`config.mk`:
```
export PLATFORM = sky130hd
export DESIGN_NAME = flash_reset_ctrl
export DESIGN_NICKNAME = d
export VERILOG_FILES = /design/src/flash_reset_pkg.sv /design/src/flash_reset_ctrl.sv
export SDC_FILE = /design/constraint.sdc
export NUM_CORES = 1
export LEC_CHECK = 0
export BUFFER_PORTS_ARGS = -buffer_cell sky130_fd_sc_hd__buf_2
export CAP_MARGIN = 20
export CORE_MARGIN = 4
export CORE_UTILIZATION = 55
export DETAILED_ROUTE_END_ITERATION = 8
export PLACE_DENSITY = 0.74
export SYNTH_ARGS = -nofsm -noshare
export SYNTH_HDL_FRONTEND = slang
export SYNTH_SLANG_ARGS = --single-unit
export TNS_END_PERCENT = 100
```
`constraint.sdc`:
```
create_clock -name i_clk -period 4.69 [get_ports i_clk]
set_input_delay 0.938 -clock i_clk [delete_from_list [all_inputs] [get_ports i_clk]]
set_output_delay 0.938 -clock i_clk [all_outputs]
set_load 0.01 [all_outputs]
```
`src/flash_reset_pkg.sv`:
```
// Constants and types for the flash hardware reset and power-on controller.
// Functional notes
// Full reset only after reset pin held low at least the minimum pulse.
// Reset completion gives standby, volatile defaults and 3-byte addressing.
// Reset during program or erase aborts that operation at once.
// Serial data output stays high impedance while reset is active.
// Host keeps select high for release-to-select time after reset release.
// Recovery 40 us after decode reset, 35 us after read reset.
// Recovery 310 us when reset interrupted a page program.
// Erase recovery 12 ms sector, 25 ms block, 100 ms full array.
// Recovery 40 ms when reset interrupted a register write.
// Power-up enters standby, not deep power-down, with write latch clear.
// Supply below write-inhibit threshold holds logic in reset.
// Host keeps device deselected during power transitions and settling.
// During recovery select activity is ignored and busy is not shown.
package flash_reset_pkg;
  localparam int CLK_MHZ = 100;
  localparam int MIN_RESTART_LOW_PULSE_US = 10;
  localparam int RESTART_RELEASE_TO_SELECT_US = 10;
  localparam int POWER_ON_RECOVERY_US = 35;
  localparam int RECOVERY_DECODE_US = 40;
  localparam int RECOVERY_READ_US = 35;
  localparam int RECOVERY_PROGRAM_US = 310;
  localparam int RECOVERY_SECTOR_MS = 12;
  localparam int RECOVERY_BLOCK_MS = 25;
  localparam int RECOVERY_CHIP_MS = 100;
  localparam int RECOVERY_REG_WRITE_MS = 40;
  localparam int MIN_RESTART_LOW_PULSE_CYC = MIN_RESTART_LOW_PULSE_US * CLK_MHZ;
  localparam int POWER_ON_RECOVERY_CYC = POWER_ON_RECOVERY_US * CLK_MHZ;
  localparam int RECOVERY_DECODE_CYC = RECOVERY_DECODE_US * CLK_MHZ;
  localparam int RECOVERY_READ_CYC = RECOVERY_READ_US * CLK_MHZ;
  localparam int RECOVERY_PROGRAM_CYC = RECOVERY_PROGRAM_US * CLK_MHZ;
  localparam int RECOVERY_SECTOR_CYC = RECOVERY_SECTOR_MS * 1000 * CLK_MHZ;
  localparam int RECOVERY_BLOCK_CYC = RECOVERY_BLOCK_MS * 1000 * CLK_MHZ;
  localparam int RECOVERY_CHIP_CYC = RECOVERY_CHIP_MS * 1000 * CLK_MHZ;
  localparam int RECOVERY_REG_WRITE_CYC = RECOVERY_REG_WRITE_MS * 1000 * CLK_MHZ;
  localparam int CNT_W = 24;

  typedef enum logic [2:0] {
    OP_IDLE,
    OP_DECODE,
    OP_READ,
    OP_PROGRAM,
    OP_SECTOR_ERASE,
    OP_BLOCK_ERASE,
    OP_CHIP_ERASE,
    OP_REG_WRITE
  } op_kind_t;

  typedef enum logic [1:0] {
    ST_POWER_HOLD,
    ST_RESET_LOW,
    ST_RECOVER,
    ST_READY
  } seq_state_t;
endpackage

```
`src/flash_reset_ctrl.sv`:
```
// Hardware reset and power-on sequencer for the serial flash core.
`timescale 1ns/1ps
module flash_reset_ctrl #(
  parameter int LOW_PULSE_CYC = flash_reset_pkg::MIN_RESTART_LOW_PULSE_CYC,
  parameter int PWR_REC_CYC = flash_reset_pkg::POWER_ON_RECOVERY_CYC,
  parameter int DECODE_CYC = flash_reset_pkg::RECOVERY_DECODE_CYC,
  parameter int READ_CYC = flash_reset_pkg::RECOVERY_READ_CYC,
  parameter int PROGRAM_CYC = flash_reset_pkg::RECOVERY_PROGRAM_CYC,
  parameter int SECTOR_CYC = flash_reset_pkg::RECOVERY_SECTOR_CYC,
  parameter int BLOCK_CYC = flash_reset_pkg::RECOVERY_BLOCK_CYC,
  parameter int CHIP_CYC = flash_reset_pkg::RECOVERY_CHIP_CYC,
  parameter int REG_WRITE_CYC = flash_reset_pkg::RECOVERY_REG_WRITE_CYC
) (
  input wire logic i_clk,
  input wire logic i_resetn,
  input wire logic i_restart_n,
  input wire logic i_supply_ok,
  input wire logic i_cs_n,
  input wire flash_reset_pkg::op_kind_t i_op_kind,
  input wire logic i_so_data,
  input wire logic i_so_oe,
  output logic o_so_data,
  output logic o_so_oe,
  output logic o_core_reset,
  output logic o_op_abort,
  output logic o_ready,
  output logic o_busy,
  output logic o_cs_n_core,
  output logic o_write_enable_latch_clr,
  output logic o_addr_4byte,
  output logic o_deep_power_down
);
  import flash_reset_pkg::*;

  localparam int MAXC = CHIP_CYC;

  initial begin
    if (LOW_PULSE_CYC < 1 || PWR_REC_CYC < 1 || DECODE_CYC < 1 ||
        READ_CYC < 1 || PROGRAM_CYC < 1 || SECTOR_CYC < 1 ||
        BLOCK_CYC < 1 || CHIP_CYC < 1 || REG_WRITE_CYC < 1 ||
        MAXC >= (1 << CNT_W) || SECTOR_CYC > MAXC || BLOCK_CYC > MAXC ||
        REG_WRITE_CYC > MAXC)
      $error("flash_reset_ctrl: count parameters out of range");
  end

  function automatic logic [CNT_W-1:0] rec_len(input op_kind_t k);
    case (k)
      OP_DECODE: rec_len = CNT_W'(DECODE_CYC);
      OP_READ: rec_len = CNT_W'(READ_CYC);
      OP_PROGRAM: rec_len = CNT_W'(PROGRAM_CYC);
      // erase recovery lengths
      OP_SECTOR_ERASE: rec_len = CNT_W'(SECTOR_CYC);
      OP_BLOCK_ERASE: rec_len = CNT_W'(BLOCK_CYC);
      OP_CHIP_ERASE: rec_len = CNT_W'(CHIP_CYC);
      // register write recovery
      OP_REG_WRITE: rec_len = CNT_W'(REG_WRITE_CYC);
      default: rec_len = CNT_W'(READ_CYC);
    endcase
  endfunction

  seq_state_t state_ff, nxt_state;
  logic [CNT_W-1:0] cnt_ff, nxt_cnt;
  logic [CNT_W-1:0] rec_ff, nxt_rec;
  logic abort_ff, nxt_abort;

  always_comb begin
    nxt_state = state_ff;
    nxt_cnt = cnt_ff;
    nxt_rec = rec_ff;
    nxt_abort = 1'b0;
    case (state_ff)
      ST_POWER_HOLD: begin
        nxt_cnt = '0;
        if (i_supply_ok) begin
          nxt_state = ST_RECOVER;
          nxt_rec = CNT_W'(PWR_REC_CYC);
        end
      end
      ST_RESET_LOW: begin
        if (i_restart_n) begin
          // short pulses skip recovery and return straight to ready
          if (cnt_ff >= CNT_W'(LOW_PULSE_CYC)) begin
            nxt_state = ST_RECOVER;
          end else begin
            nxt_state = ST_READY;
          end
          nxt_cnt = '0;
        end else if (cnt_ff < CNT_W'(LOW_PULSE_CYC)) begin
          nxt_cnt = cnt_ff + 1'b1;
        end
      end
      ST_RECOVER: begin
        // recovery length chosen by op
        if (!i_restart_n) begin
          nxt_state = ST_RESET_LOW;
          nxt_cnt = CNT_W'(1);
        end else if (cnt_ff + 1'b1 >= rec_ff) begin
          nxt_state = ST_READY;
          nxt_cnt = '0;
        end else begin
          nxt_cnt = cnt_ff + 1'b1;
        end
      end
      ST_READY: begin
        if (!i_restart_n) begin
          nxt_state = ST_RESET_LOW;
          nxt_cnt = CNT_W'(1);
          // latch interrupted op length
          nxt_rec = rec_len(i_op_kind);
          // abort program, erase or register write
          nxt_abort = (i_op_kind == OP_PROGRAM) ||
                      (i_op_kind == OP_SECTOR_ERASE) ||
                      (i_op_kind == OP_BLOCK_ERASE) ||
                      (i_op_kind == OP_CHIP_ERASE) ||
                      (i_op_kind == OP_REG_WRITE);
        end
      end
      default: nxt_state = ST_POWER_HOLD;
    endcase
    // low supply forces reset
    if (!i_supply_ok) begin
      nxt_state = ST_POWER_HOLD;
      nxt_cnt = '0;
    end
  end

  always_ff @(posedge i_clk) begin
    if (!i_resetn) begin
      state_ff <= ST_POWER_HOLD;
      cnt_ff <= '0;
      rec_ff <= '0;
      abort_ff <= 1'b0;
    end else begin
      state_ff <= nxt_state;
      cnt_ff <= nxt_cnt;
      rec_ff <= nxt_rec;
      abort_ff <= nxt_abort;
    end
  end

  logic so_data_ff, nxt_so_data;
  logic so_oe_ff, nxt_so_oe;
  logic in_reset;

  assign in_reset = (state_ff != ST_READY) || !i_restart_n;

  always_comb begin
    // output released in reset
    nxt_so_oe = i_so_oe && !in_reset && i_restart_n;
    nxt_so_data = nxt_so_oe ? i_so_data : 1'b0;
  end

  always_ff @(posedge i_clk) begin
    if (!i_resetn) begin
      so_oe_ff <= 1'b0;
      so_data_ff <= 1'b0;
    end else begin
      so_oe_ff <= nxt_so_oe;
      so_data_ff <= nxt_so_data;
    end
  end

  assign o_so_oe = so_oe_ff && i_restart_n;
  assign o_so_data = so_data_ff;
  // core held at defaults until ready
  assign o_core_reset = in_reset;
  assign o_write_enable_latch_clr = in_reset;
  assign o_addr_4byte = 1'b0;
  // never deep power-down
  assign o_deep_power_down = 1'b0;
  assign o_op_abort = abort_ff;
  assign o_ready = !in_reset;
  // select ignored, busy hidden
  assign o_cs_n_core = in_reset ? 1'b1 : i_cs_n;
  assign o_busy = 1'b0;
endmodule

```
==> Word level (Yosys, flattened, before mapping) <==
Cells that the tools add are included.
{ "word_totals": {"register_bits": 53, "inputBits": 10, "output_inout_bits": 10} }
{ "classes": {"add_sub_neg": 1, "order_cmp": 3, "n_eq_ne": 15, "mux": 17, "n_bitwise": 2, "reduce_logical": 18} }
{ "op_table": {"columns": ["cell", "n"], "rows": [
  ["24-bit 2-to-1 mux", 7],
  ["24-bit one-hot mux with 6 select lines", 1],
  ["24-bit one-hot mux with 4 select lines", 1],
  ["24-bit one-hot mux with 2 select lines", 1],
  ["24-bit by 1-bit adder with 24-bit output (second input constant)", 1],
  ["24-bit by 10-bit >= comparator with 1-bit output (second input constant)", 1],
  ["24-bit >= comparator", 1],
  ["24-bit by 10-bit less-than comparator with 1-bit output (second input constant)", 1],
  ["3-bit equality test (second input constant)", 4],
  ["2-bit 2-to-1 mux", 4],
  ["2-bit != test (second input constant)", 4],
  ["2-bit one-hot mux with 4 select lines", 1],
  ["3-bit != test (second input constant)", 2],
  ["2-bit AND reduction", 3],
  ["3-bit AND reduction", 2],
  ["1-bit logical OR", 5],
  ["2-bit equality test (second input constant)", 2],
  ["3-bit by 1-bit equality test with 1-bit output (second input constant)", 1],
  ["3-bit by 2-bit equality test with 1-bit output (second input constant)", 1],
  ["1-bit logical AND", 3],
  ["3-bit OR reduction", 1],
  ["2-bit by 1-bit equality test with 1-bit output (second input constant)", 1],
  ["1-bit zero test", 2],
  ["2-bit zero test", 1],
  ["other kinds (3)", 5]
]} }

==> Longest topological paths before layout <==
Gate-level depths: netlist (run 1).
{ "logic_depth": {"word_depth": 6, "depth_mapped": 17, "ltp_nobuf": 14} }

==> Worst setup path after synthesis (run 1) <==
OpenSTA, ideal clock, no wires.
{ "synth_timing": {"path_kind": "flip-flop to flip-flop", "start": "register cnt_ff[0]", "end": "register cnt_ff[11]", "t_arrival_ps": 3996, "required_ps": 4632, "slack_ps": 636, "stages_incl_launch_ff": 17, "n_path_buf": 3, "path_cell_list": "dfxtp_1 > ha_1 > clkbuf_1 > nand3_1 > or2_2 > clkbuf_1 > nor2_1 > xor2_1 > ha_1 > a21oi_1 > a21boi_0 > a2111oi_0 > nand3_1 > a211oi_4 > o21a_4 > buf_8 > a22o_2"} }
{ "synth_via": {"elab_chain_len": 5, "word_cells_on_any_way": 10, "cone_classes": "add/sub (1); order compare (2); eq/ne (1); mux (5); reduce/logical (1)"} }
{ "synth_lines": {"columns": ["item", "line_no", "text"], "rows": [
  ["start, declared", "flash_reset_ctrl.sv:62", "logic [CNT_W-1:0] cnt_ff, nxt_cnt;"],
  ["start signal, assigned", "flash_reset_ctrl.sv:135", "cnt_ff <= nxt_cnt;"],
  ["24-bit by 1-bit adder with 24-bit output", "flash_reset_ctrl.sv:89, flash_reset_ctrl.sv:97, flash_reset_ctrl.sv:101", null],
  ["24-bit >= comparator", "flash_reset_ctrl.sv:97", "end else if (cnt_ff + 1'b1 >= rec_ff) begin"],
  ["24-bit 2-to-1 mux", "flash_reset_ctrl.sv:97", null],
  ["24-bit 2-to-1 mux", "flash_reset_ctrl.sv:94", "if (!i_restart_n) begin"],
  ["24-bit one-hot mux with 4 select lines", "flash_reset_ctrl.sv:71", "case (state_ff)"]
]} }
Parallel ways exist; a longest one is shown, timed or not. The select of a mux whose other input is x is not followed.
A chain may end at the register's enable or synchronous reset.

==> Worst setup path in the final report (run 1) <==
{ "layout_timing": {"start": "register cnt_ff[0]", "end": "register cnt_ff[8]"} }
The elaborated chain is that of the path after synthesis.

==> impl_summary.md, run 1 <==
Setup path
The worst setup path is launched from a register. The delay of the slowest cell on the worst path is 510 ps. The cell type group with the largest total delay on the critical path is simple AND/OR/NAND/NOR gates. The critical path is of the reg2reg type.

The arrival time at the worst endpoint is 4360 ps. In this run the worst path has a maximum fanout of 16. The worst setup path is captured at a register. Traced cell by cell, the critical path runs through ha_1 -> nand3_1 -> or2_2 -> nor2_1 -> nand2_1 -> xnor2_1 -> ha_1 -> o21ai_0 -> nor2_1 -> or4_1 -> o32a_1 -> a211oi_4 -> o21a_4 -> a22o_2. At the worst endpoint, the required time is 4940 ps.

The setup check on the worst reg-to-reg path leaves a slack of 580 ps. The critical path buffer and inverter count is 0. Among all stages on the critical path, the largest delay is contributed by sky130_fd_sc_hd__or4_1.

Yosys
The number of distinct library cells after synthesis is 59. The post-synthesis cell area is 0.00296 mm^2. The sequential-to-total area share from yosys stat is 0.312. The number of enable-type register cells in the synthesized netlist is 0. After synthesis, the share of flip-flops with an asynchronous set or reset is 0. For this run, the number of Yosys warnings is 0. Counting flops and latches in the post-synthesis netlist gives 46. After technology mapping, the gate count stands at 355. Dividing the synthesized area by the synthesized cell count gives 8.32 um^2. The primary flip-flop cell chosen by synthesis mapping is sky130_fd_sc_hd__dfxtp_1.

Route
The DRC violations left is 0. The number of DRC markers after the initial detailed-route iteration is 185. Using the TritonRoute via totals, the vias-per-cell ratio works out to 6.02. After detailed routing, the average wire length per cell comes to 16.4 um. For this run, the detailed router's first-pass iteration total came to 5. The remaining antenna violation count after routing is 0. The routed layout has 2600 vias. The wire length reported by the detailed router is 7090 um.

Cells and area
The total number of nets in the final design is 393. Fill cells in the final layout number 446. The fraction of final layout cells sized beyond drive strength 1 is 0.141.

The antenna diode count is 0. The area growth from synthesis to layout is 6.60%. The finished layout holds 432 standard cells, fillers aside.

Die
In this run the horizontal extent of the chip is 81.3 um. During I/O placement, the number of pins put on the boundary was 20. The site row count is 26.

The floorplan step defined a die boundary enclosing 0.00661 mm^2. For this configuration, the core starts out at a cell density of 0.571. The die is 81.3 um tall. The placeable core region is 0.00517 mm^2.

Clock network
TritonCTS built the clock tree. The latest clock arrival within the worst-skew pair is 310 ps. The number of instances resized during post-cts repair is 0. No sink is reached through more buffers than the 2 on the longest clock path. The number of sinks handled by clock tree synthesis is 46.

The depth of the CTS H-tree is 2. Buffers added to address setup during post-CTS repair amount to 0. After clock tree synthesis, the clock-pin slew on the worst setup and hold paths is 100 ps. Counting the buffers created by CTS gives 5. In this run the clock root is driven by a sky130_fd_sc_hd__clkbuf_8. The number of buffers inserted by hold repair at cts is 0.

Timing
The final critical delay including setup and external delays is 4110 ps. Hold is met by 484 ps. In the final timing run, aggregate negative setup slack is 0 ps. In this run the tightest slew margin relative to its limit is 0.288. Setup repair after global routing left no endpoint under its margin. The number of pins exceeding their max-slew limit in the final report came to 0.

The maximum clock frequency is 243 MHz. For the pin with the worst max-slew slack, the measured transition is 1060 ps. Dividing the final minimum period by the clock period gives 0.876. The clock arrives with 10.9 ps of skew. The number of endpoints with negative hold slack in the final report is 0. Setup violations remaining at the end of the flow were counted as 0.

Pwr
The static leakage is 0.00122 uW. Dividing total power by cell area gives a power density of 244 mW/mm^2. Across the VDD grid, the largest voltage drop is 0.164 mV. The total power after layout is 768 uW.

Global route
Entering global routing, the biggest net connects 22 pins. The initial antenna violation count is 0. The residual overflow from global routing is 0. The global routing usage summed across all routing layers is 0.234. The number of global-route vias before repair is 2390. The first global-routing pass estimated 11700 um of wire.

Placement
Buffers placed on the I/O ports in this run total 16. After legalization and detailed placement, the total HPWL measured 5270 um. The count of placed standard cells including taps is 423. The weighted congestion at the end of routability-driven global placement is 0.883.

Outcome
The run finished with clean final reports.

Run
The reported max-cap violation count is 0.

Hold path
The path class of the lowest-slack min-delay path is reg2reg.
registers in the layout, summed over array words and instances, names as in the netlist:
name / count
rec_ff: 17
state_ff: 2
o_so_data: 1
cnt_ff: 24
o_op_abort: 1
so_oe_ff: 1
logic make-up (layout without fill, tap and decap cells):
kind of cell | Yosys count | count (layout) | synth area share
buffers and inverters | 44 | 49 | 0.0665
XOR/XNOR | 23 | 23 | 0.0682
AO/OA/AOI/OAI | 80 | 80 | 0.211
flip-flops | 46 | 46 | 0.312
AND/OR/NAND/NOR | 138 | 138 | 0.245
adder cells (fa/ha/maj) | 22 | 22 | 0.0931
multiplexers | 1 | 1 | 0.00339
other | 1 | 3 | 0.00127
where the power goes:
group          switching, uW  total, uW  internal, uW
registers               5.02        401           396
logic                   38.8       62.9          24.1
clock network            146        304           159
total                    189        768           579
through the flow:
stage,setup slack [ps],instance area [um^2],util
after CTS,598,3150,0.608
final,582,3150,0.609
after global placement,723,3030,0.586
after floorplan,636,2960,-
after detailed placement,648,3030,0.586
after global routing,233,3150,0.609
final timing paths:
path,to,startpoint,cells after the start
hold / removal,rec_ff[15]$_SDFFE_PN0P_,rec_ff[15]$_SDFFE_PN0P_,2
setup / recovery,cnt_ff[8]$_SDFFE_PN0P_,cnt_ff[0]$_SDFFE_PN0P_,14
setup reg to reg,cnt_ff[8]$_SDFFE_PN0P_,cnt_ff[0]$_SDFFE_PN0P_,14
hold reg to reg,rec_ff[15]$_SDFFE_PN0P_,rec_ff[15]$_SDFFE_PN0P_,2
Yosys cell counts, types with 4 or more instances:
library cell | n | area share
sky130_fd_sc_hd__xnor2_1 | 17 | 0.050
sky130_fd_sc_hd__nand2_1 | 28 | 0.036
sky130_fd_sc_hd__nor3_1 | 8 | 0.014
sky130_fd_sc_hd__a22o_1 | 5 | 0.015
sky130_fd_sc_hd__or2_2 | 5 | 0.011
sky130_fd_sc_hd__a22o_2 | 10 | 0.034
sky130_fd_sc_hd__o21ai_0 | 9 | 0.015
sky130_fd_sc_hd__and2_1 | 5 | 0.011
sky130_fd_sc_hd__buf_4 | 5 | 0.013
sky130_fd_sc_hd__dfxtp_1 | 46 | 0.31
sky130_fd_sc_hd__a21oi_1 | 19 | 0.032
sky130_fd_sc_hd__xor2_1 | 6 | 0.018
sky130_fd_sc_hd__nand3_1 | 16 | 0.027
sky130_fd_sc_hd__clkbuf_1 | 14 | 0.018
sky130_fd_sc_hd__nor2b_1 | 11 | 0.023
sky130_fd_sc_hd__ha_1 | 22 | 0.093
sky130_fd_sc_hd__a211oi_1 | 4 | 0.010
sky130_fd_sc_hd__a21boi_0 | 4 | 0.010
sky130_fd_sc_hd__nand4_1 | 10 | 0.021
sky130_fd_sc_hd__nor2_1 | 27 | 0.034
sky130_fd_sc_hd__inv_1 | 22 | 0.028
sky130_fd_sc_hd__and3_1 | 6 | 0.013
sky130_fd_sc_hd__nor4_1 | 5 | 0.011
layout by cell type (no fill, tap or decap), types with 3 or more instances in the layout:
master	count
sky130_fd_sc_hd__a211oi_1	4
sky130_fd_sc_hd__and2_1	5
sky130_fd_sc_hd__nor3_1	8
sky130_fd_sc_hd__a21boi_0	4
sky130_fd_sc_hd__or2_2	5
sky130_fd_sc_hd__o211ai_1	3
sky130_fd_sc_hd__dfxtp_1	46
sky130_fd_sc_hd__ha_1	22
sky130_fd_sc_hd__o21ai_0	9
sky130_fd_sc_hd__a31oi_1	3
sky130_fd_sc_hd__nand3_1	16
sky130_fd_sc_hd__nor2b_1	11
sky130_fd_sc_hd__and4_1	3
sky130_fd_sc_hd__nand2b_1	3
sky130_fd_sc_hd__nor4_1	5
sky130_fd_sc_hd__a22o_1	5
sky130_fd_sc_hd__a22o_2	10
sky130_fd_sc_hd__inv_1	22
sky130_fd_sc_hd__and3_1	6
sky130_fd_sc_hd__a21oi_1	19
sky130_fd_sc_hd__clkbuf_8	5
sky130_fd_sc_hd__xor2_1	6
sky130_fd_sc_hd__nand4_1	10
sky130_fd_sc_hd__nor2_1	27
sky130_fd_sc_hd__conb_1	3
sky130_fd_sc_hd__nand2_1	28
sky130_fd_sc_hd__buf_2	16
sky130_fd_sc_hd__xnor2_1	17
layer usage:
metal  vias up  share of wire  GRT usage
li1       1279              -          -
met1      1218           0.46      0.310
met2        93           0.46      0.375
met3        10          0.065     0.0576
met4         0          0.013     0.0642
met5         -              0          0
cell type report:
type | instances | area (um^2) | share of cell area
Clock buffer | 5 | 68.8 | 0.0218
Timing Repair Buffer | 19 | 100 | 0.0318
Inverter | 22 | 82.6 | 0.0262
Tap cell | 70 | 87.6 | 0.0278
Multi-Input combinational cell | 267 | 1850 | 0.586
Clock inverter | 3 | 45.0 | 0.0143
Sequential cell | 46 | 921 | 0.292
worst min-delay path, cell delays in order, from the launching register on:
cell,delay (ps)
sky130_fd_sc_hd__dfxtp_1,320
sky130_fd_sc_hd__nand2_1,50
sky130_fd_sc_hd__a21boi_0,70
Note: power is estimated with default switching activity, not from simulation.
==> run 2: changes to the inputs <==
==> constraint.sdc (replaced) <==
create_clock -name i_clk -period 4.69 [get_ports i_clk]
set_input_delay 0 -clock i_clk [delete_from_list [all_inputs] [get_ports i_clk]]
set_output_delay 0 -clock i_clk [all_outputs]
set_load 0.01 [all_outputs]
==> impl_summary.md, run 2 (synthesized netlist as in run 1, its figures left out) <==
Die
The initial core utilization is 0.571. In this run the horizontal extent of the chip is 81.3 um. The site row count is 26. The die is 81.3 um tall. The floorplan step defined a die boundary enclosing 0.00661 mm^2. In this run the standard cell core region covers 0.00517 mm^2. Pin placement for this block handled 20 I/O pins.

Route
The routed design has 7070 um of wire. The routed length on met1 is 3300 um. Routed signal wires occupy layers up through met4.

The routed via count divided by cell count is 5.96. The routed length on met3 is 382 um. In this run the remaining antenna-violating nets after routing total 0.

The DRC violations left is 0. Summed over all nets, wire length on met2 after detailed routing comes to 3310 um. The final route contains 2594 vias. The routed length per instance is 16.3 um. For this run, the detailed router's first-pass iteration total came to 4. The number of DRC markers after the initial detailed-route iteration is 180.

Cells and area
Of the cells placed in the final design, the portion with a size suffix greater than 1 is 0.140. In the final layout, the registers with the most flip-flops are cnt_ff (24), rec_ff (17), state_ff (2). The flip-flop count of the largest register, all copies and words added is 24.

0 antenna diodes ended up in the layout. The area growth from synthesis to layout is 7.62%. The final-layout fill cell count is 446.

The register bank with the most flops is cnt_ff. The most common library cell in the layout ignoring fill and taps is sky130_fd_sc_hd__dfxtp_1. In the layout the commonest cells are 46 x sky130_fd_sc_hd__dfxtp_1, 28 x sky130_fd_sc_hd__nand2_1, 27 x sky130_fd_sc_hd__nor2_1, 22 x sky130_fd_sc_hd__inv_1, 22 x sky130_fd_sc_hd__ha_1. The final layout contains 396 nets.

The post-route standard cell area excluding fillers is 0.00318 mm^2.

Pwr
The static leakage is 0.00123 uW. The worst-case IR drop observed on VDD is 0.165 mV. The total power divided by cell area is 242 mW/mm^2.

Clock network
Clock-pin slew was measured on the worst setup and hold paths at 90 ps. The number of instances resized during post-cts repair is 0. TritonCTS built the clock tree.

The buffer type at the clock tree root is sky130_fd_sc_hd__clkbuf_8. Once the clock tree was built, the setup fixing pass inserted 0 buffers. The H-tree was split into 2 levels.

After clock tree synthesis, the flow added hold-fix buffers numbering 3. At the later pin of the worst-skew pair, clock insertion delay measures 310 ps. Counting every sink on the clock net gives 46. No sink is reached through more buffers than the 2 on the longest clock path. Clock tree synthesis inserted a total of 5 buffers.

Run
Across the run, the number of max-cap violations was 0.

Global route
The initial antenna violation count is 0. For this run, the total global-route usage over all layers was measured as 0.235. The number of global-route vias before repair was 2405.

Global routing finished with a remaining overflow of 0. Entering global routing, the biggest net connects 22 pins. The wire length of the first global-routing pass is 11800 um.

Setup path
The kind of launch point of the worst setup path is a register. On the worst path, the slowest cell contributes a delay of 460 ps. By startpoint and endpoint, the worst setup path is classified as reg2reg. The cell type group with the largest total delay on the critical path is compound AO/OA/AOI/OAI gates. The number of buffers and inverters on the critical path is 1. Traced cell by cell, the critical path runs through ha_1 -> nand3_1 -> or2_2 -> nor2_1 -> xor2_1 -> ha_1 -> a21oi_1 -> a21boi_0 -> a2111oi_0 -> buf_4 -> nand3_1 -> a211oi_4 -> o21a_4 -> a22o_2. In this run the worst path has a maximum fanout of 16.

The library cell contributing the largest single delay on the critical path is sky130_fd_sc_hd__a211oi_4. Data on the critical path arrives at its endpoint at 4380 ps. For the worst setup path, the data required time is 4940 ps. The endpoint kind of the worst setup timing path is a register.

Timing
The final critical delay including setup and external delays is 4130 ps. The number of pins exceeding their max-slew limit in the final report is 0. Setup repair after global routing left no endpoint under its margin. Setup violations remaining at the end of the flow were counted as 0. After routing, the total negative slack on setup checks comes to 0 ps. Based on the critical path, the design can be clocked at up to 242 MHz. The number of endpoints with negative hold slack in the final report is 0. The slack of the critical path is 563 ps. The headroom to the max-slew limit is 0.308. The slew at the pin closest to its max-slew limit is 1030 ps. In the finished design, the share of the clock period the worst path needs comes to 0.880.

The worst setup skew after layout is 9.31 ps.

Outcome
The run finished with clean final reports.

Placement
The quantity of I/O buffers inserted on ports is 16. At the placement stage, the worst setup path has a slack of 648 ps. At the end of routability-driven placement, the weighted congestion stood at 0.883. The HPWL after detailed placement is 5270 um. The post-detailed-placement cell area is 0.00303 mm^2.

Hold path
The min-delay analysis places its worst path in the category in2reg.
[run 2: changes by cell type in the layout (fill, tap and decap cells not counted), sizes merged]
cell,delta
dlygate4sd3,+3
[run 2: path summary, 6_finish.rpt]
check / start / to / slack [ps] / cells past startpoint
max reg2reg: cnt_ff[0]$_SDFFE_PN0P_ / cnt_ff[8]$_SDFFE_PN0P_ / 560 / 14
max: cnt_ff[0]$_SDFFE_PN0P_ / cnt_ff[8]$_SDFFE_PN0P_ / 560 / 14
min: i_resetn / rec_ff[5]$_SDFFE_PN0P_ / 70 / 2
min reg2reg: rec_ff[15]$_SDFFE_PN0P_ / rec_ff[15]$_SDFFE_PN0P_ / 480 / 2
[run 2: worst register-to-register path, stage by stage, from the launching register on]
cell and delay (ps):
sky130_fd_sc_hd__dfxtp_1 430, sky130_fd_sc_hd__ha_1 390, sky130_fd_sc_hd__nand3_1 140, sky130_fd_sc_hd__or2_2 370
sky130_fd_sc_hd__nor2_1 150, sky130_fd_sc_hd__xor2_1 330, sky130_fd_sc_hd__ha_1 330, sky130_fd_sc_hd__a21oi_1 120
sky130_fd_sc_hd__a21boi_0 90, sky130_fd_sc_hd__a2111oi_0 410, sky130_fd_sc_hd__buf_4 210, sky130_fd_sc_hd__nand3_1 130
sky130_fd_sc_hd__a211oi_4 460, sky130_fd_sc_hd__o21a_4 320, sky130_fd_sc_hd__a22o_2 190
[run 2: where the power goes]
group          total [uW]  internal [uW]  switching [uW]
Sequential            401            396            4.95
Combinational        64.7           25.7            38.9
Clock                 304            159             145
[run 2: layout make-up]
| class | instances | area [um^2] | share of cell area |
|---|---|---|---|
| Clock buffer | 5 | 68.8 | 0.0216 |
| Multi-Input combinational cell | 267 | 1850 | 0.580 |
| Timing Repair Buffer | 22 | 130 | 0.0409 |
| Tap cell | 70 | 87.6 | 0.0275 |
| Inverter | 22 | 82.6 | 0.0260 |
| Sequential cell | 46 | 921 | 0.290 |
| Clock inverter | 3 | 45.0 | 0.0142 |
[run 2: metrics by stage]
stage          hold slack, ps  total power (uW)  std cells   util
5_1_grt                  79.8               801        435  0.615
3_3_place_gp              203               470        423  0.586
3_5_place_dp              206               471        423  0.586
6_report                 72.5               769        435  0.615
4_1_cts                  71.8               774        434  0.614
2_1_floorplan             122               458        357      -
[run 2: per-layer routing]
metal,GRT usage,vias up
met5,0,-
met3,0.0576,10
met4,0.0642,0
li1,-,1285
met2,0.379,74
met1,0.312,1225
==> run 3: changes to the inputs <==
--- a/config.mk
+++ b/config.mk
@@ -10,7 +10,9 @@
 export CORE_MARGIN = 4
 export CORE_UTILIZATION = 55
 export DETAILED_ROUTE_END_ITERATION = 8
-export PLACE_DENSITY = 0.74
+export PLACE_DENSITY = 0.76
+export RECOVER_POWER = 100
+export REMOVE_ABC_BUFFERS = 1
 export SYNTH_ARGS = -nofsm -noshare
 export SYNTH_HDL_FRONTEND = slang
 export SYNTH_SLANG_ARGS = --single-unit
==> constraint.sdc (replaced) <==
create_clock -name i_clk -period 3.75 [get_ports i_clk]
set_input_delay 0 -clock i_clk [delete_from_list [all_inputs] [get_ports i_clk]]
set_output_delay 0 -clock i_clk [all_outputs]
set_load 0.01 [all_outputs]
==> impl_summary.md, run 3 (synthesized netlist as in run 1, its figures left out) <==
Route
The routed layout has 2718 vias. The routed length per instance is 16.2 um. The routed via count divided by cell count is 5.96.

The first TritonRoute pass finished after 7 iterations. Once detail routing completed, the nets flagged for antenna violations numbered 0. In this run, the number of DRC markers left after iteration 0 of detailed routing was 233. Wires add up to 7380 um. In the routed design, unresolved DRC markers number 0.

Die
The site row count is 26. The overall die width is 81.3 um. 20 I/O pins were placed. The total area inside the core boundary comes to 0.00517 mm^2. The die covers 0.00661 mm^2. The initial utilization of the core area, before any placement, comes to 0.571. Measured along the y axis, the die boundary spans 81.3 um.

Setup path
The library cell contributing the largest single delay on the critical path is sky130_fd_sc_hd__or4_4. The maximum fanout encountered on the critical timing path is 8. The most frequent cell on the critical path is sky130_fd_sc_hd__or2_2. On the worst path, the slowest cell contributes a delay of 570 ps. STA classifies the critical path startpoint as a register. At the worst endpoint, the required time is 3960 ps. The worst register-to-register path begins at cnt_ff[1]$_SDFFE_PN0P_. The arrival time at the worst endpoint is 3820 ps. The category of the most critical setup path is reg2reg.

The worst setup path is captured at a register. The launching element of the worst setup path is cnt_ff[1]$_SDFFE_PN0P_. The critical path goes through ha_4 -> nand4_1 -> or4_4 -> and2_4 -> or2_2 -> ha_1 -> nand3_1 -> or2_2 -> a2111oi_4 -> a211oi_4 -> buf_4 -> o21a_4 -> a221o_1.

Global route
The residual overflow from global routing is 0. The global routing usage summed across all routing layers is 0.232. The initial antenna violation count was 0. The first global-routing pass estimated 11800 um of wire. Entering global routing, the biggest net connects 24 pins. The number of global-route vias before repair is 2439.

Cells and area
The most common library cell in the layout ignoring fill and taps is sky130_fd_sc_hd__dfxtp_1. The flip-flop count of the largest register, all copies and words added is 24. The register bank with the most flops is cnt_ff. In the layout the commonest cells are 40 x sky130_fd_sc_hd__dfxtp_1, 28 x sky130_fd_sc_hd__nand2_1, 27 x sky130_fd_sc_hd__nor2_1, 22 x sky130_fd_sc_hd__inv_1. The largest registers in the layout are cnt_ff (24), rec_ff (17), state_ff (2). At the end of the flow, the number of nets in the layout was 417.

The antenna diode count is 0. The area growth from synthesis to layout is 15.3%. The post-route standard cell area excluding fillers is 0.00341 mm^2. The fraction of final layout cells sized beyond drive strength 1 is 0.207. Counting the fill cells in the layout gives 423.

Run
The reported max-cap violation count is 0.

Pwr
The worst-case vdd ir drop is 0.191 mV. The static leakage is 0.00136 uW. The total power divided by cell area is 266 mW/mm^2.

The total power after layout is 907 uW.

Timing
Once routing completed, OpenROAD measured the worst setup slack at 141 ps. The headroom to the max-slew limit is 0.373. The number of endpoints with negative hold slack in the final report is 0. The worst setup skew after layout is 11.4 ps. Setup total negative slack on the finished layout was measured at 0 ps. Setup violations remaining at the end of the flow were counted as 0. The tightest hold path in the finished design has a slack of 74.3 ps.

Based on the critical path, the design can be clocked at up to 277 MHz. For the finished layout, the period the worst path requires is 3610 ps. At the pin with the least slew margin, the transition time is 933 ps. The number of pins exceeding their max-slew limit in the final report is 0. In the finished design, the share of the clock period the worst path needs comes to 0.963.

Clock network
The clock reaches the later pin of the worst-skew pair after 310 ps. The number of sinks handled by clock tree synthesis is 46. The buffer levels on the longest clock path is 2. In this run the number of H-tree levels came out at 2. In this run the clock root is driven by a sky130_fd_sc_hd__clkbuf_8. TritonCTS built the clock tree. The CTS buffer count is 5. The clock-pin slew reported for the worst setup and hold paths after clock tree synthesis is 90 ps.

Placement
Buffers placed on the I/O ports in this run total 16. Once placement finished, the instance area stood at 0.00317 mm^2. The HPWL after detailed placement is 5420 um. The weighted congestion at the end of routability-driven global placement is 0.971.

The worst slack after detailed placement is 4.96 ps.

Hold path
The path class of the lowest-slack min-delay path is in2reg. The hold path startpoint is i_resetn.

Outcome
The flow ran to the end, and the final reports show no timing, DRC or antenna violations.
-- run 3: cell type report --
class                      count  area (um^2)  share of cell area
inverter                      22         82.6              0.0242
clock buffer                   6         82.6              0.0242
tap                           70         87.6              0.0257
sequential                    46          931               0.273
multi-input combinational    268         1940               0.569
timing repair buffer          42          274              0.0804
clock inverter                 2         12.5             0.00367
-- run 3: final timing paths --
| check | end | slack [ps] | depth (start not counted) |
|---|---|---|---|
| worst min-delay path | rec_ff[8]$_SDFFE_PN0P_ | 70 | 2 |
| worst max register to register | cnt_ff[12]$_SDFFE_PN0P_ | 140 | 13 |
| worst max-delay path | cnt_ff[12]$_SDFFE_PN0P_ | 140 | 13 |
| worst min register to register | rec_ff[15]$_SDFFE_PN0P_ | 460 | 2 |
-- run 3: worst max-delay path, delay by kind of cell, from the launching register on --
family,cells,cell delay (ps)
buffers and inverters,1,160
AOI/OAI and AO/OA,4,1030
and+or+nand+nor,6,1500
adders and majority gates,2,420
DFF,1,380
-- run 3: repair_timing --
item | 4_1_cts | 5_1_grt
setup buffers | 0 | 3
endpoints found under the hold margin | 3 | 0
gates cloned | 0 | 1
gates resized for setup | 1 | 24
pin swaps | 0 | 7
hold buffers | 3 | 0
endpoints found under the setup margin | 13 | 24
-- run 3: stage by stage --
step	instances	utilization
2_1_floorplan	335	-
3_3_place_gp	441	0.612
3_5_place_dp	441	0.612
4_1_cts	452	0.638
5_1_grt	456	0.659
6_report	456	0.659
-- run 3: where the power goes --
group	leakage, uW	total (uW)	switching, uW	internal [uW]
clock	0.0000472	323	175	148
sequential	0.000376	500	5.52	494
combinational	0.000935	83.1	49.7	33.4
total	0.00136	907	230	676
-- run 3: per-layer routing --
metal	track usage	wire, um
met1	0.304	3410
met2	0.376	3420
met3	0.0532	370
met4	0.0743	177
met5	0	0
